## src/include/sirq_defs.svh

```systemverilog
`ifndef SIRQ_DEFS_SVH
`define SIRQ_DEFS_SVH
// What this block does
// - enable register at 0x06, resets to zero
// - bit0 reports tilt, needs tilt/flip enable
// - bit1 reports flip, needs tilt/flip enable
// - bit2 reports any-motion with any-motion enable
// - bit3 shake needs shake and any-motion enables
// - bit4 tilt-35 needs tilt-35 and any-motion enables
// - auto-clear off: reading 0x14 clears pending
// - auto-clear on: pending drops when condition ends
// - bit7 raises per-sample interrupt and flag, in wake state only
// - mode register 0x07 writable in any state
// - state field: 00 standby, 01 wake
// - mode bit4 enables clock-stuck-low watchdog
// - mode bit5 enables clock-stuck-high watchdog
// - mode bit6 selects push-pull, else open-drain
// - mode bit7 selects active-high, else low
// - rate register 0x08 selects output data rate
// - watchdog event idles slave, sets readable flag

// ==================================================
// register map
`define SIRQ_ADDR_DEV_STAT 8'h05
`define SIRQ_ADDR_INT_EN 8'h06
`define SIRQ_ADDR_MODE 8'h07
`define SIRQ_ADDR_RATE 8'h08
`define SIRQ_ADDR_INT_STAT 8'h14
`define SIRQ_RESET_VAL 8'h00
// ==================================================
// interrupt enable fields
`define SIRQ_IE_TILT 0
`define SIRQ_IE_FLIP 1
`define SIRQ_IE_ANYM 2
`define SIRQ_IE_SHAKE 3
`define SIRQ_IE_TILT35 4
`define SIRQ_IE_AUTOCLR 6
`define SIRQ_IE_ACQ 7
`define SIRQ_IE_MASK 8'hdf
// ==================================================
// motion control fields
`define SIRQ_MC_TF 0
`define SIRQ_MC_ANYM 2
`define SIRQ_MC_SHAKE 3
`define SIRQ_MC_TILT35 4
// ==================================================
// mode fields
`define SIRQ_MD_STATE_HI 1
`define SIRQ_MD_STATE_LO 0
`define SIRQ_MD_WDT_LOW 4
`define SIRQ_MD_WDT_HIGH 5
`define SIRQ_MD_PUSHPULL 6
`define SIRQ_MD_POL_HIGH 7
`define SIRQ_MD_MASK 8'hf3
`define SIRQ_STATE_WAKE 2'h1
// ==================================================
// rate and status fields
`define SIRQ_RATE_MASK 8'h07
`define SIRQ_ST_ACQ 7
`define SIRQ_DS_WDT 4
`define SIRQ_NUM_SRC 5
// ==================================================
// timing
`define SIRQ_CLK_PERIOD_NS 25
`define SIRQ_WDT_TIME_NS 50000
`define SIRQ_WDT_CYC \
  ((`SIRQ_WDT_TIME_NS + `SIRQ_CLK_PERIOD_NS - 1) / `SIRQ_CLK_PERIOD_NS)
`endif

```

## src/include/sirq_pkg.sv

```systemverilog
package sirq_pkg;
  typedef enum logic [2:0] {
    WD_IDLE = 3'b001,
    WD_COUNT = 3'b010,
    WD_HOLD = 3'b100
  } sirq_wd_state_e;
  typedef enum logic [2:0] {
    RATE_128 = 3'h0,
    RATE_256 = 3'h1,
    RATE_512 = 3'h2,
    RATE_1024 = 3'h5
  } sirq_rate_e;
endpackage : sirq_pkg

```

## src/include/sirq_wdt_if.sv

```systemverilog
`timescale 1ns/100ps
interface sirq_wdt_if;
  logic enable;
  logic lineLevel;
  logic fire;
  modport ctrl (output enable, output lineLevel, input fire);
  modport dog (input enable, input lineLevel, output fire);
endinterface : sirq_wdt_if

```

## src/logic/sirq_stall_wdog.sv

```systemverilog
`timescale 1ns/100ps
`include "sirq_defs.svh"
module sirq_stall_wdog import sirq_pkg::*; #(
  parameter int TIMEOUT = `SIRQ_WDT_CYC,
  parameter logic STALL_LEVEL = 1'b0
) (
  // clock and reset
  input wire logic core_clk,
  input wire logic rst,
  // control side
  sirq_wdt_if.dog wd
);
  localparam int CW = $clog2(TIMEOUT + 1);

  if (TIMEOUT < 2) begin : g_bad_timeout
    $error("watchdog timeout too short");
  end

  sirq_wd_state_e state_r, state_nxt;
  logic [CW-1:0] count_r, count_nxt;
  logic fire_r, fire_nxt;
  logic stalled;

  assign stalled = wd.enable && (wd.lineLevel == STALL_LEVEL);
  assign wd.fire = fire_r;

  // ==================================================
  // stall counter
  // after firing it waits for the line to move, so one stall fires once
  always_comb begin
    state_nxt = state_r;
    count_nxt = count_r;
    fire_nxt = 1'b0;
    case (state_r)
      WD_IDLE: begin
        count_nxt = '0;
        if (stalled) state_nxt = WD_COUNT;
      end
      WD_COUNT: begin
        if (!stalled) begin
          state_nxt = WD_IDLE;
        end else if (count_r == CW'(TIMEOUT - 2)) begin
          fire_nxt = 1'b1;
          state_nxt = WD_HOLD;
        end else begin
          count_nxt = count_r + 1'b1;
        end
      end
      WD_HOLD: begin
        if (!stalled) state_nxt = WD_IDLE;
      end
      default: state_nxt = WD_IDLE;
    endcase
  end

  always_ff @(posedge core_clk) begin
    if (rst) begin
      state_r <= WD_IDLE;
      count_r <= '0;
      fire_r <= 1'b0;
    end else begin
      state_r <= state_nxt;
      count_r <= count_nxt;
      fire_r <= fire_nxt;
    end
  end
endmodule : sirq_stall_wdog

```

## src/logic/sirq_irq_mode_regs.sv

```systemverilog
`timescale 1ns/100ps
`include "sirq_defs.svh"
module sirq_irq_mode_regs import sirq_pkg::*; #(
  parameter int WDT_CYC = `SIRQ_WDT_CYC
) (
  // clock and reset
  input wire logic core_clk,
  input wire logic rst,
  // register port from the serial slave
  input wire logic [7:0] regAddr,
  input wire logic [7:0] regWrData,
  input wire logic regWrEn,
  input wire logic regRdEn,
  output logic [7:0] regRdData,
  // serial clock line, asynchronous
  input wire logic sclIn,
  // slave control
  output logic slaveIdleReq,
  // motion block
  input wire logic [7:0] motionCtrl,
  input wire logic [4:0] srcCond,
  input wire logic sampleDone,
  // operating state and rate
  output logic wakeRun,
  output logic [2:0] rateSel,
  // interrupt pin
  output logic interruptOutputPinOut,
  output logic interruptOutputPinOe
);
  localparam int NS = `SIRQ_NUM_SRC;

  if (WDT_CYC < 2) begin : g_bad_cyc
    $error("watchdog count too short");
  end

  // ==================================================
  // configuration registers
  logic [7:0] intEn_r, intEn_nxt;
  logic [7:0] mode_r, mode_nxt;
  logic [7:0] rate_r, rate_nxt;

  always_comb begin
    intEn_nxt = intEn_r;
    mode_nxt = mode_r;
    rate_nxt = rate_r;
    if (regWrEn) begin
      case (regAddr)
        `SIRQ_ADDR_INT_EN: intEn_nxt = regWrData & `SIRQ_IE_MASK;
        // accepted whatever the current state; bits 2 and 3 forced to zero
        `SIRQ_ADDR_MODE: mode_nxt = regWrData & `SIRQ_MD_MASK;
        `SIRQ_ADDR_RATE: rate_nxt = regWrData & `SIRQ_RATE_MASK;
        default: ;
      endcase
    end
  end

  always_ff @(posedge core_clk) begin
    if (rst) begin
      intEn_r <= `SIRQ_RESET_VAL;
      mode_r <= `SIRQ_RESET_VAL;
      rate_r <= `SIRQ_RESET_VAL;
    end else begin
      intEn_r <= intEn_nxt;
      mode_r <= mode_nxt;
      rate_r <= rate_nxt;
    end
  end

  logic autoClr;
  logic polHigh;
  logic pushPull;
  logic isWake;
  assign autoClr = intEn_r[`SIRQ_IE_AUTOCLR];
  assign polHigh = mode_r[`SIRQ_MD_POL_HIGH];
  assign pushPull = mode_r[`SIRQ_MD_PUSHPULL];
  // reserved state codes are held but never run the sampler
  assign isWake = (mode_r[`SIRQ_MD_STATE_HI:`SIRQ_MD_STATE_LO]
    == `SIRQ_STATE_WAKE);

  // ==================================================
  // serial clock synchroniser and stall watchdogs
  logic sclMeta_r, sclSync_r;

  always_ff @(posedge core_clk) begin
    if (rst) begin
      sclMeta_r <= 1'b1;
      sclSync_r <= 1'b1;
    end else begin
      sclMeta_r <= sclIn;
      sclSync_r <= sclMeta_r;
    end
  end

  sirq_wdt_if wdLow ();
  sirq_wdt_if wdHigh ();
  assign wdLow.enable = mode_r[`SIRQ_MD_WDT_LOW];
  assign wdLow.lineLevel = sclSync_r;
  assign wdHigh.enable = mode_r[`SIRQ_MD_WDT_HIGH];
  assign wdHigh.lineLevel = sclSync_r;

  sirq_stall_wdog #(.TIMEOUT(WDT_CYC), .STALL_LEVEL(1'b0)) uWdLow (
    .core_clk(core_clk),
    .rst(rst),
    .wd(wdLow.dog)
  );

  sirq_stall_wdog #(.TIMEOUT(WDT_CYC), .STALL_LEVEL(1'b1)) uWdHigh (
    .core_clk(core_clk),
    .rst(rst),
    .wd(wdHigh.dog)
  );

  logic wdFire;
  assign wdFire = wdLow.fire || wdHigh.fire;

  // ==================================================
  // source qualification
  logic [NS-1:0] qualCond;
  logic anymOn;

  always_comb begin
    anymOn = motionCtrl[`SIRQ_MC_ANYM];
    qualCond = '0;
    qualCond[`SIRQ_IE_TILT] = srcCond[`SIRQ_IE_TILT]
      && motionCtrl[`SIRQ_MC_TF];
    qualCond[`SIRQ_IE_FLIP] = srcCond[`SIRQ_IE_FLIP]
      && motionCtrl[`SIRQ_MC_TF];
    qualCond[`SIRQ_IE_ANYM] = srcCond[`SIRQ_IE_ANYM] && anymOn;
    qualCond[`SIRQ_IE_SHAKE] = srcCond[`SIRQ_IE_SHAKE] && anymOn
      && motionCtrl[`SIRQ_MC_SHAKE];
    qualCond[`SIRQ_IE_TILT35] = srcCond[`SIRQ_IE_TILT35] && anymOn
      && motionCtrl[`SIRQ_MC_TILT35];
    qualCond = qualCond & intEn_r[NS-1:0];
  end

  // ==================================================
  // pending flags; a new event beats a clear in the same cycle
  logic [NS-1:0] pendSrc_r, pendSrc_nxt;
  logic pendAcq_r, pendAcq_nxt;
  logic wdtFlag_r, wdtFlag_nxt;
  logic statRead;
  logic acqEvent;

  assign statRead = regRdEn && (regAddr == `SIRQ_ADDR_INT_STAT);
  // samples only happen while awake
  assign acqEvent = sampleDone && isWake && intEn_r[`SIRQ_IE_ACQ];

  always_comb begin
    pendSrc_nxt = pendSrc_r;
    pendAcq_nxt = pendAcq_r;
    if (autoClr) begin
      pendSrc_nxt = pendSrc_r & qualCond;
    end else if (statRead) begin
      pendSrc_nxt = '0;
    end
    // per-sample flag has no lasting condition, so only a read clears it
    if (statRead) pendAcq_nxt = 1'b0;
    pendSrc_nxt = pendSrc_nxt | qualCond;
    if (acqEvent) pendAcq_nxt = 1'b1;
  end

  always_comb begin
    wdtFlag_nxt = wdtFlag_r;
    if (statRead) wdtFlag_nxt = 1'b0;
    if (wdFire) wdtFlag_nxt = 1'b1;
  end

  always_ff @(posedge core_clk) begin
    if (rst) begin
      pendSrc_r <= '0;
      pendAcq_r <= 1'b0;
      wdtFlag_r <= 1'b0;
    end else begin
      pendSrc_r <= pendSrc_nxt;
      pendAcq_r <= pendAcq_nxt;
      wdtFlag_r <= wdtFlag_nxt;
    end
  end

  // ==================================================
  // register outputs
  logic [7:0] rdData_r, rdData_nxt;
  logic idle_r, idle_nxt;
  logic wake_r;
  logic [2:0] rateOut_r;

  always_comb begin
    rdData_nxt = rdData_r;
    if (regRdEn) begin
      case (regAddr)
        `SIRQ_ADDR_DEV_STAT: begin
          rdData_nxt = '0;
          rdData_nxt[`SIRQ_MD_STATE_HI:`SIRQ_MD_STATE_LO] =
            mode_r[`SIRQ_MD_STATE_HI:`SIRQ_MD_STATE_LO];
          rdData_nxt[`SIRQ_DS_WDT] = wdtFlag_r;
        end
        `SIRQ_ADDR_INT_EN: rdData_nxt = intEn_r;
        `SIRQ_ADDR_MODE: rdData_nxt = mode_r;
        `SIRQ_ADDR_RATE: rdData_nxt = rate_r;
        `SIRQ_ADDR_INT_STAT: begin
          rdData_nxt = '0;
          rdData_nxt[NS-1:0] = pendSrc_r;
          rdData_nxt[`SIRQ_ST_ACQ] = pendAcq_r;
        end
        default: rdData_nxt = '0;
      endcase
    end
  end

  assign idle_nxt = wdFire;

  always_ff @(posedge core_clk) begin
    if (rst) begin
      rdData_r <= '0;
      idle_r <= 1'b0;
      wake_r <= 1'b0;
      rateOut_r <= '0;
    end else begin
      rdData_r <= rdData_nxt;
      idle_r <= idle_nxt;
      wake_r <= isWake;
      rateOut_r <= rate_r[2:0];
    end
  end

  assign regRdData = rdData_r;
  assign slaveIdleReq = idle_r;
  assign wakeRun = wake_r;
  assign rateSel = rateOut_r;

  // ==================================================
  // interrupt pin
  logic pinOut_r, pinOut_nxt;
  logic pinOe_r, pinOe_nxt;
  logic irqActive;
  logic pinLevel;

  assign irqActive = (|pendSrc_r) || pendAcq_r;
  assign pinLevel = irqActive ? polHigh : !polHigh;

  // open-drain can only pull low; a high level is left to the pull-up
  always_comb begin
    if (pushPull) begin
      pinOut_nxt = pinLevel;
      pinOe_nxt = 1'b1;
    end else begin
      pinOut_nxt = 1'b0;
      pinOe_nxt = !pinLevel;
    end
  end

  always_ff @(posedge core_clk) begin
    if (rst) begin
      pinOut_r <= 1'b0;
      pinOe_r <= 1'b0;
    end else begin
      pinOut_r <= pinOut_nxt;
      pinOe_r <= pinOe_nxt;
    end
  end

  assign interruptOutputPinOut = pinOut_r;
  assign interruptOutputPinOe = pinOe_r;
endmodule : sirq_irq_mode_regs

```

## config.mk

```make
export PLATFORM = sky130hd
export DESIGN_NAME = sirq_irq_mode_regs
export DESIGN_NICKNAME = d
export VERILOG_FILES = /design/src/include/sirq_pkg.sv /design/src/include/sirq_wdt_if.sv /design/src/logic/sirq_stall_wdog.sv /design/src/logic/sirq_irq_mode_regs.sv
export VERILOG_INCLUDE_DIRS = /design/src /design/src/include
export SDC_FILE = /design/constraint.sdc
export NUM_CORES = 1
export LEC_CHECK = 0
export BUFFER_PORTS_ARGS = -buffer_cell sky130_fd_sc_hd__buf_4
export CORE_UTILIZATION = 25
export CTS_CLUSTER_DIAMETER = 100
export CTS_CLUSTER_SIZE = 28
export DETAILED_ROUTE_END_ITERATION = 8
export PLACE_DENSITY = 0.5
export SETUP_SLACK_MARGIN = 0.5
export SLEW_MARGIN = 20
export SYNTH_ARGS = -nofsm -noshare
export SYNTH_HDL_FRONTEND = slang
export SYNTH_SLANG_ARGS = --single-unit
export TNS_END_PERCENT = 100
```

## constraint.sdc

```tcl
create_clock -name core_clk -period 4.36 [get_ports core_clk]
set_input_delay 0.436 -clock core_clk [delete_from_list [all_inputs] [get_ports core_clk]]
set_output_delay 0.436 -clock core_clk [all_outputs]
set_load 0.02 [all_outputs]
```

==> After elaboration in Yosys (flattened, before gate mapping) <==
Index checks and enable logic that the tools add are counted.
W data, S select, Z words.
{ "totals": {"register_bits": 70, "latchBits": 0, "mem_bits_rw": 0, "rom_bits": 0, "in_bits": 35, "out_inout_bits": 15, "word_cells": 112, "n_memories": 0} }
{ "op_classes": {"add_sub_neg": 2, "n_mul": 0, "div_mod_pow": 0, "magnitude_cmp": 0, "n_eq_ne": 24, "shifts": 0, "muxes": 26, "bitwise": 9, "n_reduce_logical": 31} }
{ "ops": {"columns": ["cell", "n"], "rows": [
  ["$mux W11", 4],
  ["$pmux W11 S2", 2],
  ["$pmux W8 S5", 1],
  ["$eq A8 B3 Y1 const B", 3],
  ["$mux W3", 8],
  ["$add A11 B1 Y11 const B", 2],
  ["$eq A11 B11 Y1 const B", 2],
  ["$pmux W3 S3", 2],
  ["$logic_and A1 B1 Y1", 12],
  ["$reduce_and A3 Y1", 4],
  ["$and A5 B5 Y5", 2],
  ["$mux W5", 2],
  ["$eq A8 B4 Y1 const B", 1],
  ["$eq A8 B5 Y1 const B", 1],
  ["$ne A2 B1 Y1 const B", 4],
  ["$ne A2 B2 Y1 const B", 4],
  ["$reduce_bool A2 Y1", 4],
  ["$mux W1", 7],
  ["$eq A3 B1 Y1 const B", 2],
  ["$eq A3 B2 Y1 const B", 2],
  ["$eq A3 B3 Y1 const B", 2],
  ["$ne A3 B3 Y1 const B", 2],
  ["$not A1 Y1", 6],
  ["$reduce_and A2 Y1", 3],
  ["other kinds (7)", 10]
]} }

==> Depth between registers and ports, before layout <==
Gate-level depths: netlist of run 1.
{ "depth": {"ltp_word": 6, "mapped_depth": 7} }

==> Modules after synthesis <==
A second synthesis of run 1 with hierarchy kept.
{ "hier_totals": {"cells_unflattened": 355, "area_unflattened_um2": 3298.2} }
{ "modules_own_cells": {"columns": ["module", "n_inst", "cells_each", "area_each_um2"], "rows": [
  ["sirq_irq_mode_regs", 1, 181, 1726.7],
  ["sirq_stall_wdog at uWdLow", 1, 88, 788.3],
  ["sirq_stall_wdog at uWdHigh", 1, 86, 783.3]
]} }

==> Least setup slack after synthesis of run 1 <==
No wires, ideal clock.
{ "synth_timing": {"path_type": "input to register", "from": "input port regAddr[5]", "to": "register rdData_r[0] (netlist: regRdData[0])", "arrival_ns": 1.825, "setup_slack_ns": 2.475, "path_stages": 6, "cell_sequence": "or3_1 clkbuf_2 or4_1 o21a_1 nor3b_2 a22o_1"} }
{ "synth_via": {"elab_chain_len": 2} }
{ "synth_lines": {"columns": ["item", "line_no", "text"], "rows": [
  ["start, declared", "sirq_irq_mode_regs.sv:10", "input wire logic [7:0] regAddr,"],
  ["$eq A8 B5 Y1, or another cell as far along", "sirq_irq_mode_regs.sv:190", "case (regAddr)"],
  ["$pmux W8 S5 (*)", "sirq_irq_mode_regs.sv:190", null],
  ["end signal, assigned", "sirq_irq_mode_regs.sv:219", "rdData_r <= rdData_nxt;"],
  ["end, declared", "sirq_irq_mode_regs.sv:182", "logic [7:0] rdData_r, rdData_nxt;"]
]} }
Mark *: on every way between the ends. The rest lies on a longest branch, timed or not.
A chain may end at the register's enable or synchronous reset.

==> Final worst setup path of run 1 <==
{ "layout_timing": {"from": "register uWdLow.count_r[0]", "to": "register uWdLow.count_r[7]"} }
{ "layout_via": {"elab_chain_len": 4} }
{ "layout_lines": {"columns": ["item", "line_no", "text"], "rows": [
  ["start, declared", "sirq_stall_wdog.sv:20", "logic [CW-1:0] count_r, count_nxt;"],
  ["start signal, assigned", "sirq_stall_wdog.sv:63", "count_r <= count_nxt;"],
  ["$add A11 B1 Y11", "sirq_stall_wdog.sv:46", "count_nxt = count_r + 1'b1;"],
  ["$mux W11", "sirq_stall_wdog.sv:42", "end else if (count_r == CW'(TIMEOUT - 2)) begin"],
  ["$mux W11", "sirq_stall_wdog.sv:40", "if (!stalled) begin"],
  ["$pmux W11 S2", "sirq_stall_wdog.sv:34", "case (state_r)"]
]} }
Several ways; a longest one is shown, not always the timed one. The select of a mux whose other input is x is not followed.

==> flow_results.org, run 1 <==
** Run status
- Result of the run :: complete, no violations

** Placed design
- Detailed placer's ending HPWL :: ~5600 um
- Placed cell area :: between 3000 and 4000 um2
- Routability-driven placement congestion ratio :: roughly 0.76
- Port Buffer Count :: 45

** Clock tree
- Number of gates given a new drive strength after cts :: 0
- The clock net in this run drives a total of 70 sinks.
- Maximum clock insertion buffer count :: 2
- Clock transition time at the flip-flop clock pins of the worst setup and hold paths :: 0.06 ns
- TritonCTS clock tree :: built
- In this run the post-CTS setup repair buffer count came out at 0.
- Clock tree synthesis selected as its root buffer the cell sky130_fd_sc_hd__clkbuf_16.
- Post-cts hold buffer count :: 0
- The H-tree was split into 3 levels.
- Skew-Pair Late Insertion Delay :: 0.33 ns
- Clock tree synthesis inserted a total of 9 buffers.

** Synthesis
- Synthesis instantiated 62 different standard cells from the library.
- Total of flip-flops plus latches after synthesis :: 70
- Synthesis handed over a netlist of 372 instances.
- The synthesized design contains 0 enable-type register cells.
- Post-synthesis async set-or-reset flop share :: 0%
- Warnings, synthesis :: 0
- The most used flip-flop cell after synthesis is sky130_fd_sc_hd__dfxtp_1.
- A synthesized cell averages between 8 and 9 um2.
- The number of nets in the synthesized netlist is 411.
- In this run the cell area of the synthesized design comes to 3236 um2.
- After synthesis, flip-flops and latches occupy between 40 and 50% of the total area.

** Timing
- The worst path uses 46.99% of the clock period.
- Transition time at the pin with the least slew margin :: 0.7294 ns
- Setup repair after global routing missed its margin :: no
- Max Slew Vio Count :: 0
- Highest achievable clock rate :: 488.1 MHz
- Final min period :: 2.049 ns
- The number of hold-slack violations in the final timing report came to 0.
- Setup skew after layout :: 0.005359 ns
- Summed over all failing endpoints, the final setup total negative slack is 0 ns.
- Setup violations remaining at the end of the flow were counted as 0.
- Headroom to the max-slew limit :: 51.05%
- Hold timing on the final database bottoms out at a slack of 0.3065 ns.

** Power
- Per report_power, the sequential group accounts for 42.5% of the total.
- In this run the power spent charging and discharging nets is 0.2977 mW.
- Net switching is between 10% and 20% of the power.
- Power spread over the standard cell area amounts to between 300 and 400 nW/um2.
- In this run, the combinational gates consume under 10% of the power.
- Portion of total power attributed to the clock network :: 53.9%
- Peak ir drop on the vdd network :: about 0.22 mV
- The analysis attributes to cell leakage a power of 1.400 nW.
- Int Pwr :: 1.212 mW

** Critical path
- STA classifies the critical path startpoint as a flip-flop.
- At the worst endpoint, the arrival time is 2.24 ns.
- The largest individual stage delay along the critical path comes from the cell sky130_fd_sc_hd__a2111oi_0.
- The worst register-to-register path begins at uWdLow.count_r[0].
- Required time reported for the critical path endpoint :: 4.55 ns
- Worst Setup SP :: uWdLow.count_r[0]
- CP Capture Type :: flip-flop
- CP max stage delay :: a little over 0.5 ns
- Cells along the critical path :: inv_1 > ha_1 > and4b_1 > a31o_4 > a2111oi_0 > xnor2_1 > nor2_1
- By startpoint and endpoint, the worst setup path is classified as reg2reg.
- The cell family contributing the most delay on the critical path is compound AO/OA/AOI/OAI gates.
- Setup slack, reg-to-reg :: 2.31 ns
- CP max FO :: 7
- Counting both buffers and inverters, the worst setup path holds a total of 1.

** Global routing
- Entering global routing, the biggest net connects 46 pins.
- Global routing consumed, on the met1 layer, 15.67% of the routing resources.
- Grt met2 use :: 19.44%
- Initial antenna violation count :: 0
- Met3 Usage GRT :: 3.504%
- Global routing finished with a remaining overflow of 0.
- The first global-routing pass estimated 12670 um of wire.
- Busiest grt layer :: met2
- Across every metal layer, demand over resource in global routing totals 12.27%.
- The via count of the first global-routing pass is 2557.

** Die
- Width of the chip :: 115.8 um
- Number of placement rows :: 41
- In this run the standard cell core region covers 12620 um2.
- Floorplan die height :: roughly 120 um
- Total I/O pin count :: 50
- Initial Utilization :: 25.64%
- Full die area :: about 13000 um2

** Final layout
- In the layout the commonest cells are 70 x sky130_fd_sc_hd__dfxtp_1, 45 x sky130_fd_sc_hd__buf_4, 43 x sky130_fd_sc_hd__nor2_1.
- With fillers left out, the area of the finished cells amounts to 4058 um2.
- Most common cell after layout, fill and taps aside :: sky130_fd_sc_hd__dfxtp_1
- After the last flow step, the layout net total stands at between 400 and 500.
- P&R area growth vs syn :: 25.41%
- The number of antenna diodes in the final layout is 0.
- Proportion of layout cells with a drive suffix above 1 :: 17.79%
- Counting the fill cells in the layout gives 1383.

** Route
- For this block, the initial DRC count from the detailed router was ~110.
- Dividing the detail-routed wire length by the instance count gives 13.31 um.
- DRC violations left :: 0
- Number of vias per cell after detailed routing :: ~4.7
- Detailed Route WL :: 7827 um
- The first TritonRoute pass finished after 4 iterations.
- DRT antenna net count :: 0
- For this block, the via count after detailed routing is 2783.

** Flow run
- Across the run, the number of max-cap violations was 0.

** Worst hold path
- Start point of the worst hold path :: sclIn
- The worst hold path belongs to the class in2reg.
## layer usage
layer	part of all wire, %	up-vias
met5	0	-
met4	2.0	0
met3	3.5	13
met2	46	50
met1	48	1306
li1	-	1414
## flip-flops by register name (all words and copies together) (netlist names), 3 cells and up
name,count
intEn_r,7
mode_r,6
pendSrc_r,5
rateSel,3
rate_r,3
regRdData,8
uWdHigh.count_r,11
uWdHigh.state_r,3
uWdLow.count_r,11
uWdLow.state_r,3
## final cells by class
class	count	area (um2)	area share (%)
Clock buffer	13	270.3	6.660
Clock inverter	3	65.06	1.603
Tap cell	172	215.2	5.304
Sequential cell	70	1401	34.54
Multi-Input combinational cell	274	1727	42.55
Timing Repair Buffer	45	337.8	8.326
Inverter	11	41.29	1.018
## worst paths after layout
kind / endpoint / cells past startpoint
max: uWdLow.count_r[7] / 7
min: sclMeta_r / 2
max reg2reg: uWdLow.count_r[7] / 7
min reg2reg: sclSync_r / 1
## cell families (layout without fill, tap and decap cells)
family,count (synthesis),count (layout),synth area share [%]
xor gates and xnor gates,17,17,4.602
DFF,70,70,43.31
buffers and inverters,28,72,3.325
muxes,9,9,2.823
AOI/OAI and AO/OA,76,76,16.47
adders and majority gates,4,4,1.547
and+or+nand+nor,168,168,27.92
## synthesized netlist by cell type, types with 3 or more instances
master	number	area [um2]
sky130_fd_sc_hd__dfxtp_1	70	1401
sky130_fd_sc_hd__nor2_1	43	161.4
sky130_fd_sc_hd__nand2_1	33	123.9
sky130_fd_sc_hd__a21oi_1	28	140.1
sky130_fd_sc_hd__nand3_1	24	120.1
sky130_fd_sc_hd__xnor2_1	16	140.1
sky130_fd_sc_hd__clkbuf_1	14	52.55
sky130_fd_sc_hd__inv_1	11	41.29
sky130_fd_sc_hd__nor2b_1	10	62.56
sky130_fd_sc_hd__nand2b_1	9	56.30
sky130_fd_sc_hd__nand4_1	9	56.30
sky130_fd_sc_hd__mux2i_1	8	80.08
sky130_fd_sc_hd__a211oi_1	5	37.54
sky130_fd_sc_hd__a32oi_1	5	43.79
sky130_fd_sc_hd__nand3b_1	5	37.54
sky130_fd_sc_hd__o21ai_0	5	25.02
sky130_fd_sc_hd__a2111oi_0	4	35.03
sky130_fd_sc_hd__ha_1	4	50.05
sky130_fd_sc_hd__nor3_1	4	20.02
sky130_fd_sc_hd__nor3b_1	4	30.03
sky130_fd_sc_hd__o32ai_1	3	26.28
sky130_fd_sc_hd__or2_2	3	18.77
sky130_fd_sc_hd__or4_1	3	22.52
## metrics by stage
step                      power (mW)  utilization [%]  cells  setup slack [ns]
after floorplan               0.6802                -    372             2.475
after global placement        0.7107            29.50    572             2.123
after detailed placement      0.7103            29.50    572             2.111
after CTS                      1.531            32.15    588             2.288
after global routing           1.561            32.15    588             2.092
final                          1.510            32.15    588             2.311
## power by group through the flow
stage / clock (mW) / combinational, mW / sequential, mW
floorplan: 0 / 0.0237 / 0.656
global placement: 0 / 0.0545 / 0.656
detailed placement: 0 / 0.0541 / 0.656
CTS: 0.835 / 0.0542 / 0.642
global route: 0.861 / 0.0583 / 0.642
finish: 0.813 / 0.0543 / 0.642
(Power assumes the default switching activity.)
==> inputs of run 2 (changes only) <==
==> constraint.sdc (replaced) <==
create_clock -name core_clk -period 1.95 [get_ports core_clk]
set_input_delay 0.195 -clock core_clk [delete_from_list [all_inputs] [get_ports core_clk]]
set_output_delay 0.195 -clock core_clk [all_outputs]
set_load 0.02 [all_outputs]
==> run 2 against run 1 <==
  * Clock power grew 100%
  * Hold slack lost 0.26 ns
  * Via count grew 5.1%
  * Clock skew is essentially flat
==> flow_results.org, run 2 (same netlist as run 1, synthesis figures left out) <==
** Critical path
- Combined buffer and inverter count along the critical path :: 1
- Crit-path slowest cell :: sky130_fd_sc_hd__dfxtp_4
- Required time reported for the critical path endpoint :: 2.17 ns
- The largest single stage delay on the critical path is 0.36 ns.
- Broken down by cell family, the worst path's largest delay share belongs to compound AO/OA/AOI/OAI gates.
- Setup CP Type :: reg2reg
- Critical path arrival :: 1.84 ns
- STA classifies the critical path startpoint as a flip-flop.
- Cells along the critical path :: inv_2 > ha_4 > and4b_1 > a31o_4 > a2111oi_4 > xnor2_1 > nor2_1
- The worst setup path is captured at a flip-flop.
- CP max FO :: 7

** Timing
- Final min period :: 1.617 ns
- Setup repair after global routing missed its margin :: yes
- On the final layout, the worst clock skew is 0.005850 ns.
- For the pin with the worst max-slew slack, the measured transition is 0.5216 ns.
- In this run the tightest slew margin relative to its limit is 64.77%.
- Timing would allow up to 618.6 MHz.
- In the final timing run, aggregate negative setup slack is 0 ns.
- The number of pins exceeding their max-slew limit in the final report was 0.
- Of the available clock period, the critical path in the final layout requires 82.90%.
- Setup violations remaining at the end of the flow were counted as 0.
- Hold Violations, Final :: 0
- Setup slack on the critical path of the routed design comes to 0.3335 ns.
- On the final layout, the worst hold slack is roughly 0.050 ns.

** Clock tree
- Inserted Clock Buffers :: 9
- Skew-Pair Late Insertion Delay :: 0.33 ns
- Post-cts hold buffer count :: 0
- The longest clock path from root to sink contains 2 buffers.
- CTS built an H-tree with a depth of 3.
- TritonCTS clock tree :: built
- Clock tree synthesis selected as its root buffer the cell sky130_fd_sc_hd__clkbuf_16.
- CTS saw 70 sinks.
- Clock transition time at the flip-flop clock pins of the worst setup and hold paths :: around 0.050 ns

** Final layout
- After the last flow step, the layout net total stands at 478.
- Proportion of layout cells with a drive suffix above 1 :: 34.46%
- The filler cells instantiated in the layout total about 1300.
- The repair_antennas step left the layout with diodes totalling 0.
- Leaving out fill and tap cells, the most frequent cell in the layout is sky130_fd_sc_hd__buf_4.
- Compared with the post-synthesis result, the final layout area differs by 42.03%.
- Share of the core filled with cells :: 36.42%
- The finished layout holds between 600 and 700 standard cells, fillers aside.
- In the layout the commonest cells are 69 x sky130_fd_sc_hd__buf_4, 59 x sky130_fd_sc_hd__dfxtp_1, 42 x sky130_fd_sc_hd__nor2_1.

** Global routing
- Pin count of the biggest net entering global routing :: 30
- GRT Residual Overflow :: 0
- The initial antenna violation count came to 0.
- Via count of the first global-routing pass :: approximately 2900
- The first global-routing pass estimated roughly 14000 um of wire.
- GRT Overall Usage :: 13.74%

** Power
- Power density over the cells :: between 600 and 700 nW/um2
- Peak ir drop on the vdd network :: ~0.29 mV
- For this design the static power due to leakage is 1.584 nW.

** Route
- After detailed routing, the average wire length per cell comes to 13.75 um.
- For this block, the routed nets add up to 8471 um of wire.
- For this block, the via count after detailed routing is between 2000 and 3000.
- The first detailed-routing pass ran for 4 iterations.
- Dividing the detail-routed via count by the number of cells gives 4.747.
- DRC violation total after the first TritonRoute iteration :: 75
- In this run the remaining antenna-violating nets after routing total 0.
- DRC violations left :: 0

** Run status
- The flow ran to the end, and the final reports show no timing, DRC or antenna violations.

** Worst hold path
- Hold crit path type :: in2reg

** Die
- Total I/O pin count :: 50
- After floorplanning, the core was sized to cover 12620 um2.
- Full die area :: 13400 um2
- Width of the chip :: about 120 um
- From bottom edge to top edge, the die measures 115.8 um.
- Initial Utilization :: 25.64%
- After floorplanning, the core was divided into 41 placement rows.

** Placed design
- Timing analysis after detailed placement gives a worst setup slack of about 0.16 ns.
- Detailed placer's ending HPWL :: 6095 um
- Port Buffer Count :: 45
- Placed cell count :: 589
- The congestion estimate from routability-driven global placement came to roughly 0.8.

** Flow run
- Across the run, the number of max-cap violations was 0.
run 2: final timing paths:
path	slack, ns	start	endpoint	cells past startpoint
worst min register to register	0.42	sclMeta_r	sclSync_r	1
worst max-delay path	0.33	uWdLow.count_r[0]	uWdLow.count_r[7]	7
worst min-delay path	0.05	sclIn	sclMeta_r	2
worst max register to register	0.33	uWdLow.count_r[0]	uWdLow.count_r[7]	7
run 2: through the flow:
| step | power (mW) | instance area, um2 |
|---|---|---|
| 2_1_floorplan | 1.521 | 3385 |
| 4_1_cts | 3.256 | 4468 |
| 5_1_grt | 3.337 | 4596 |
| 6_report | 3.211 | 4596 |
| 3_3_place_gp | 1.601 | 4010 |
| 3_5_place_dp | 1.601 | 4010 |
run 2: power by group:
part / switching [mW] / internal (mW) / total, mW
Sequential: 0.00241 / 1.43 / 1.43
Combinational: 0.0735 / 0.0602 / 0.134
Clock: 0.595 / 1.05 / 1.65
run 2: area by class of cell:
cell class	instances	area, um2	area share (%)
Inverter	11	41.29	0.8984
Sequential cell	70	1428	31.06
Tap cell	172	215.2	4.683
Clock inverter	4	45.04	0.9801
Clock buffer	12	256.5	5.581
Timing Repair Buffer	73	580.6	12.63
Multi-Input combinational cell	274	2029	44.16
run 2: worst reg2reg max path, stage by stage (launching register included):
cell and delay, ns:
sky130_fd_sc_hd__dfxtp_4 0.36, sky130_fd_sc_hd__inv_2 0.04, sky130_fd_sc_hd__ha_4 0.14, sky130_fd_sc_hd__and4b_1 0.17, sky130_fd_sc_hd__a31o_4 0.27, sky130_fd_sc_hd__a2111oi_4 0.32, sky130_fd_sc_hd__xnor2_1 0.16, sky130_fd_sc_hd__nor2_1 0.05
run 2: timing repair:
action                                  4_1_cts  5_1_grt
gates resized for setup                      24       22
endpoints found under the setup margin       28       33
pin swaps                                    14       17
buffers inserted                             10        1
run 2: layer usage:
layer / global-route usage (%) / part of all wire (%) / vias up
met2: 23.81 / 51 / 65
met5: 0 / 0 / -
met1: 16.15 / 43 / 1366
met4: 6.752 / 2.1 / 0
li1: - / - / 1478
met3: 2.772 / 3.2 / 15
==> inputs of run 3 (changes only) <==
==> constraint.sdc (replaced) <==
create_clock -name core_clk -period 1.49 [get_ports core_clk]
set_input_delay 0.149 -clock core_clk [delete_from_list [all_inputs] [get_ports core_clk]]
set_output_delay 0.149 -clock core_clk [all_outputs]
set_load 0.02 [all_outputs]
==> run 3 against run 2 <==
  * The run now ends with negative setup slack left
  * Design area up 17%
  * Count of clock-buffer cells in the layout down 1
  * Worst setup slack worse by 0.50 ns
  * Critical path depth unchanged
==> flow_results.org, run 3 (same netlist as run 1, synthesis figures left out) <==
** Final layout
- 0 antenna diodes ended up in the layout.
- Leaving out fill and tap cells, the most frequent cell in the layout is sky130_fd_sc_hd__buf_4.
- Final standard cell area without fillers :: 5379 um2
- P&R area growth vs syn :: 66.24%
- Commonest cells after routing, fill and taps aside :: 104 x sky130_fd_sc_hd__buf_4, 45 x sky130_fd_sc_hd__dfxtp_1, 36 x sky130_fd_sc_hd__nor2_1
- Proportion of layout cells with a drive suffix above 1 :: 52.60%
- Number of nets in the final layout :: about 530
- Share of the core filled with cells :: 42.62%

** Power
- In this run the static leakage power is between 1.5 and 2 nW.
- Summing internal, switching and leakage power gives roughly 4.4 mW.
- Power density over the cells :: 823.3 nW/um2
- IR analysis of the VDD net gives a maximum drop of 0.4279 mV.

** Critical path
- The worst setup path is captured at a flip-flop.
- Required time reported for the critical path endpoint :: 1.70 ns
- Critical path arrival :: 1.87 ns
- CP max FO :: 7
- Kind of start point of the critical path :: flip-flop
- The critical path is of the reg2reg type.

** Timing
- Setup violations remaining at the end of the flow were counted as 13.
- Post-route setup slack :: -0.1671 ns
- Hold Violations, Final :: 0
- Setup repair after global routing missed its margin :: yes
- Derived from the worst setup path, the maximum achievable clock frequency is 603.4 MHz.
- The worst pin sits at a relative slew slack of 77.22%.
- Setup skew after layout :: 0.004256 ns
- The number of pins exceeding their max-slew limit in the final report was 0.
- Final Cycle Share :: 111.2%
- Final min period :: 1.657 ns
- Transition time at the pin with the least slew margin :: between 0.3 and 0.4 ns

** Flow run
- Max-cap violations in this run came to 0.

** Global routing
- GRT Residual Overflow :: 0
- First-pass GRT wire length :: 15440 um
- GRT Overall Usage :: between 10% and 20%
- The via count of the first global-routing pass came to between 3000 and 4000.
- Entering global routing, the biggest net connects 23 pins.
- Initial antenna violation count :: 0

** Placed design
- Placed cell area :: 4348 um2
- Detailed placement finished with a half-perimeter wire length of a little under 7000 um.
- The congestion estimate from routability-driven global placement came to slightly above 0.8.
- Port Buffer Count :: 45

** Route
- Number of detailed-route iterations in the first pass :: 4
- DRC violations left :: 0
- DRT antenna net count :: 0
- After detailed routing, the average wire length per cell comes to 14.34 um.
- The detailed router finished its first iteration with 45 violations.
- For this block, the routed nets add up to a little under 10000 um of wire.
- Dividing the detail-routed via count by the number of cells gives 4.634.
- The final route contains between 3000 and 4000 vias.

** Die
- Total I/O pin count :: 50
- Number of placement rows :: 41
- The die is 115.8 um tall.
- The die covers 13400 um2.
- For this configuration, the core starts out at a cell density of 25.64%.
- The floorplan step defined a core boundary enclosing 12620 um2.
- Width of the chip :: around 120 um

** Worst hold path
- In this run the worst hold path is classified as in2reg.

** Clock tree
- Post-cts hold buffer count :: 0
- Number of levels the H-tree was split into :: 3
- Inserted Clock Buffers :: 9
- CTS saw 70 sinks.
- Clock-pin slew was measured on the worst setup and hold paths at 0.06 ns.
- CTS placed an instance of sky130_fd_sc_hd__clkbuf_16 at the clock tree root.
- Counting along the longest clock path gives a buffer depth of 2.
- Skew-Pair Late Insertion Delay :: 0.33 ns
- TritonCTS clock tree :: built

** Run status
- Result of the run :: finished with violations
- The final reports fail on negative setup slack.
## run 3: cell types whose count changed in the layout (fill, tap and decap cells not counted), moves of 7 or more
cell                      change
sky130_fd_sc_hd__buf_4       +35
sky130_fd_sc_hd__dfxtp_1     -14
sky130_fd_sc_hd__a21oi_1      -7
sky130_fd_sc_hd__nand3_2      +7
sky130_fd_sc_hd__dfxtp_2     +15
sky130_fd_sc_hd__buf_6       +21
## run 3: final cells by class
cell class | instances | area (um2)
clock buffers | 11 | 242.7
clock inverters | 5 | 81.33
fillers | 1255 | 7241
inverters | 11 | 43.79
multi-input cells | 274 | 2286
flip-flops and latches | 70 | 1443
well taps | 172 | 215.2
repair buffers | 129 | 1067
## run 3: repair_timing
action                                  CTS  global route
resized for setup                        66            59
endpoints found under the setup margin   68            68
setup buffers                            11            17
pin swaps                                42            27
## run 3: final timing paths
| kind | from | to | slack [ns] | cells after the start |
|---|---|---|---|---|
| setup / recovery | uWdLow.count_r[0] | uWdLow.count_r[7] | -0.17 | 7 |
| hold / removal | sclIn | sclMeta_r | 0.02 | 2 |
| setup reg to reg | uWdLow.count_r[0] | uWdLow.count_r[7] | -0.17 | 7 |
| hold reg to reg | sclMeta_r | sclSync_r | 0.41 | 1 |
## run 3: routing by layer
layer / routed length (um) / GRT usage, % / up-vias
li1: - / - / 1580
met1: 4240 / 17.51 / 1473
met2: 4992 / 26.19 / 53
met3: 314 / 4.079 / 8
met4: 90 / 4.701 / 0
met5: 0 / 0 / -
## run 3: report_power, final
part	leakage, nW	internal (mW)	total, mW	switching (mW)
combinational	1.21	0.106	0.229	0.123
clock	0.156	1.51	2.33	0.813
sequential	0.575	1.87	1.87	0.00295
total	1.94	3.49	4.43	0.939
## run 3: worst max-delay path, cell delays in order (launching register included)
cell and delay (ns):
sky130_fd_sc_hd__dfxtp_4 0.36, sky130_fd_sc_hd__inv_2 0.04, sky130_fd_sc_hd__ha_4 0.14, sky130_fd_sc_hd__and4b_1 0.18, sky130_fd_sc_hd__a31o_4 0.28, sky130_fd_sc_hd__a2111oi_4 0.32, sky130_fd_sc_hd__xnor2_1 0.16, sky130_fd_sc_hd__nor2_1 0.05
## run 3: stage by stage
| stage | TNS [ns] | instances | hold slack, ns | worst slack (ns) |
|---|---|---|---|---|
| 4_1_cts | -1.216 | 655 | 0.01056 | -0.1755 |
| 3_3_place_gp | -4.638 | 628 | 0.3539 | -0.2808 |
| 2_1_floorplan | -1.503 | 372 | 0.2528 | -0.1074 |
| 3_5_place_dp | -4.995 | 628 | 0.3543 | -0.2991 |
| 5_1_grt | -2.731 | 672 | 0.01350 | -0.2416 |
| 6_report | -1.141 | 672 | 0.01607 | -0.1671 |
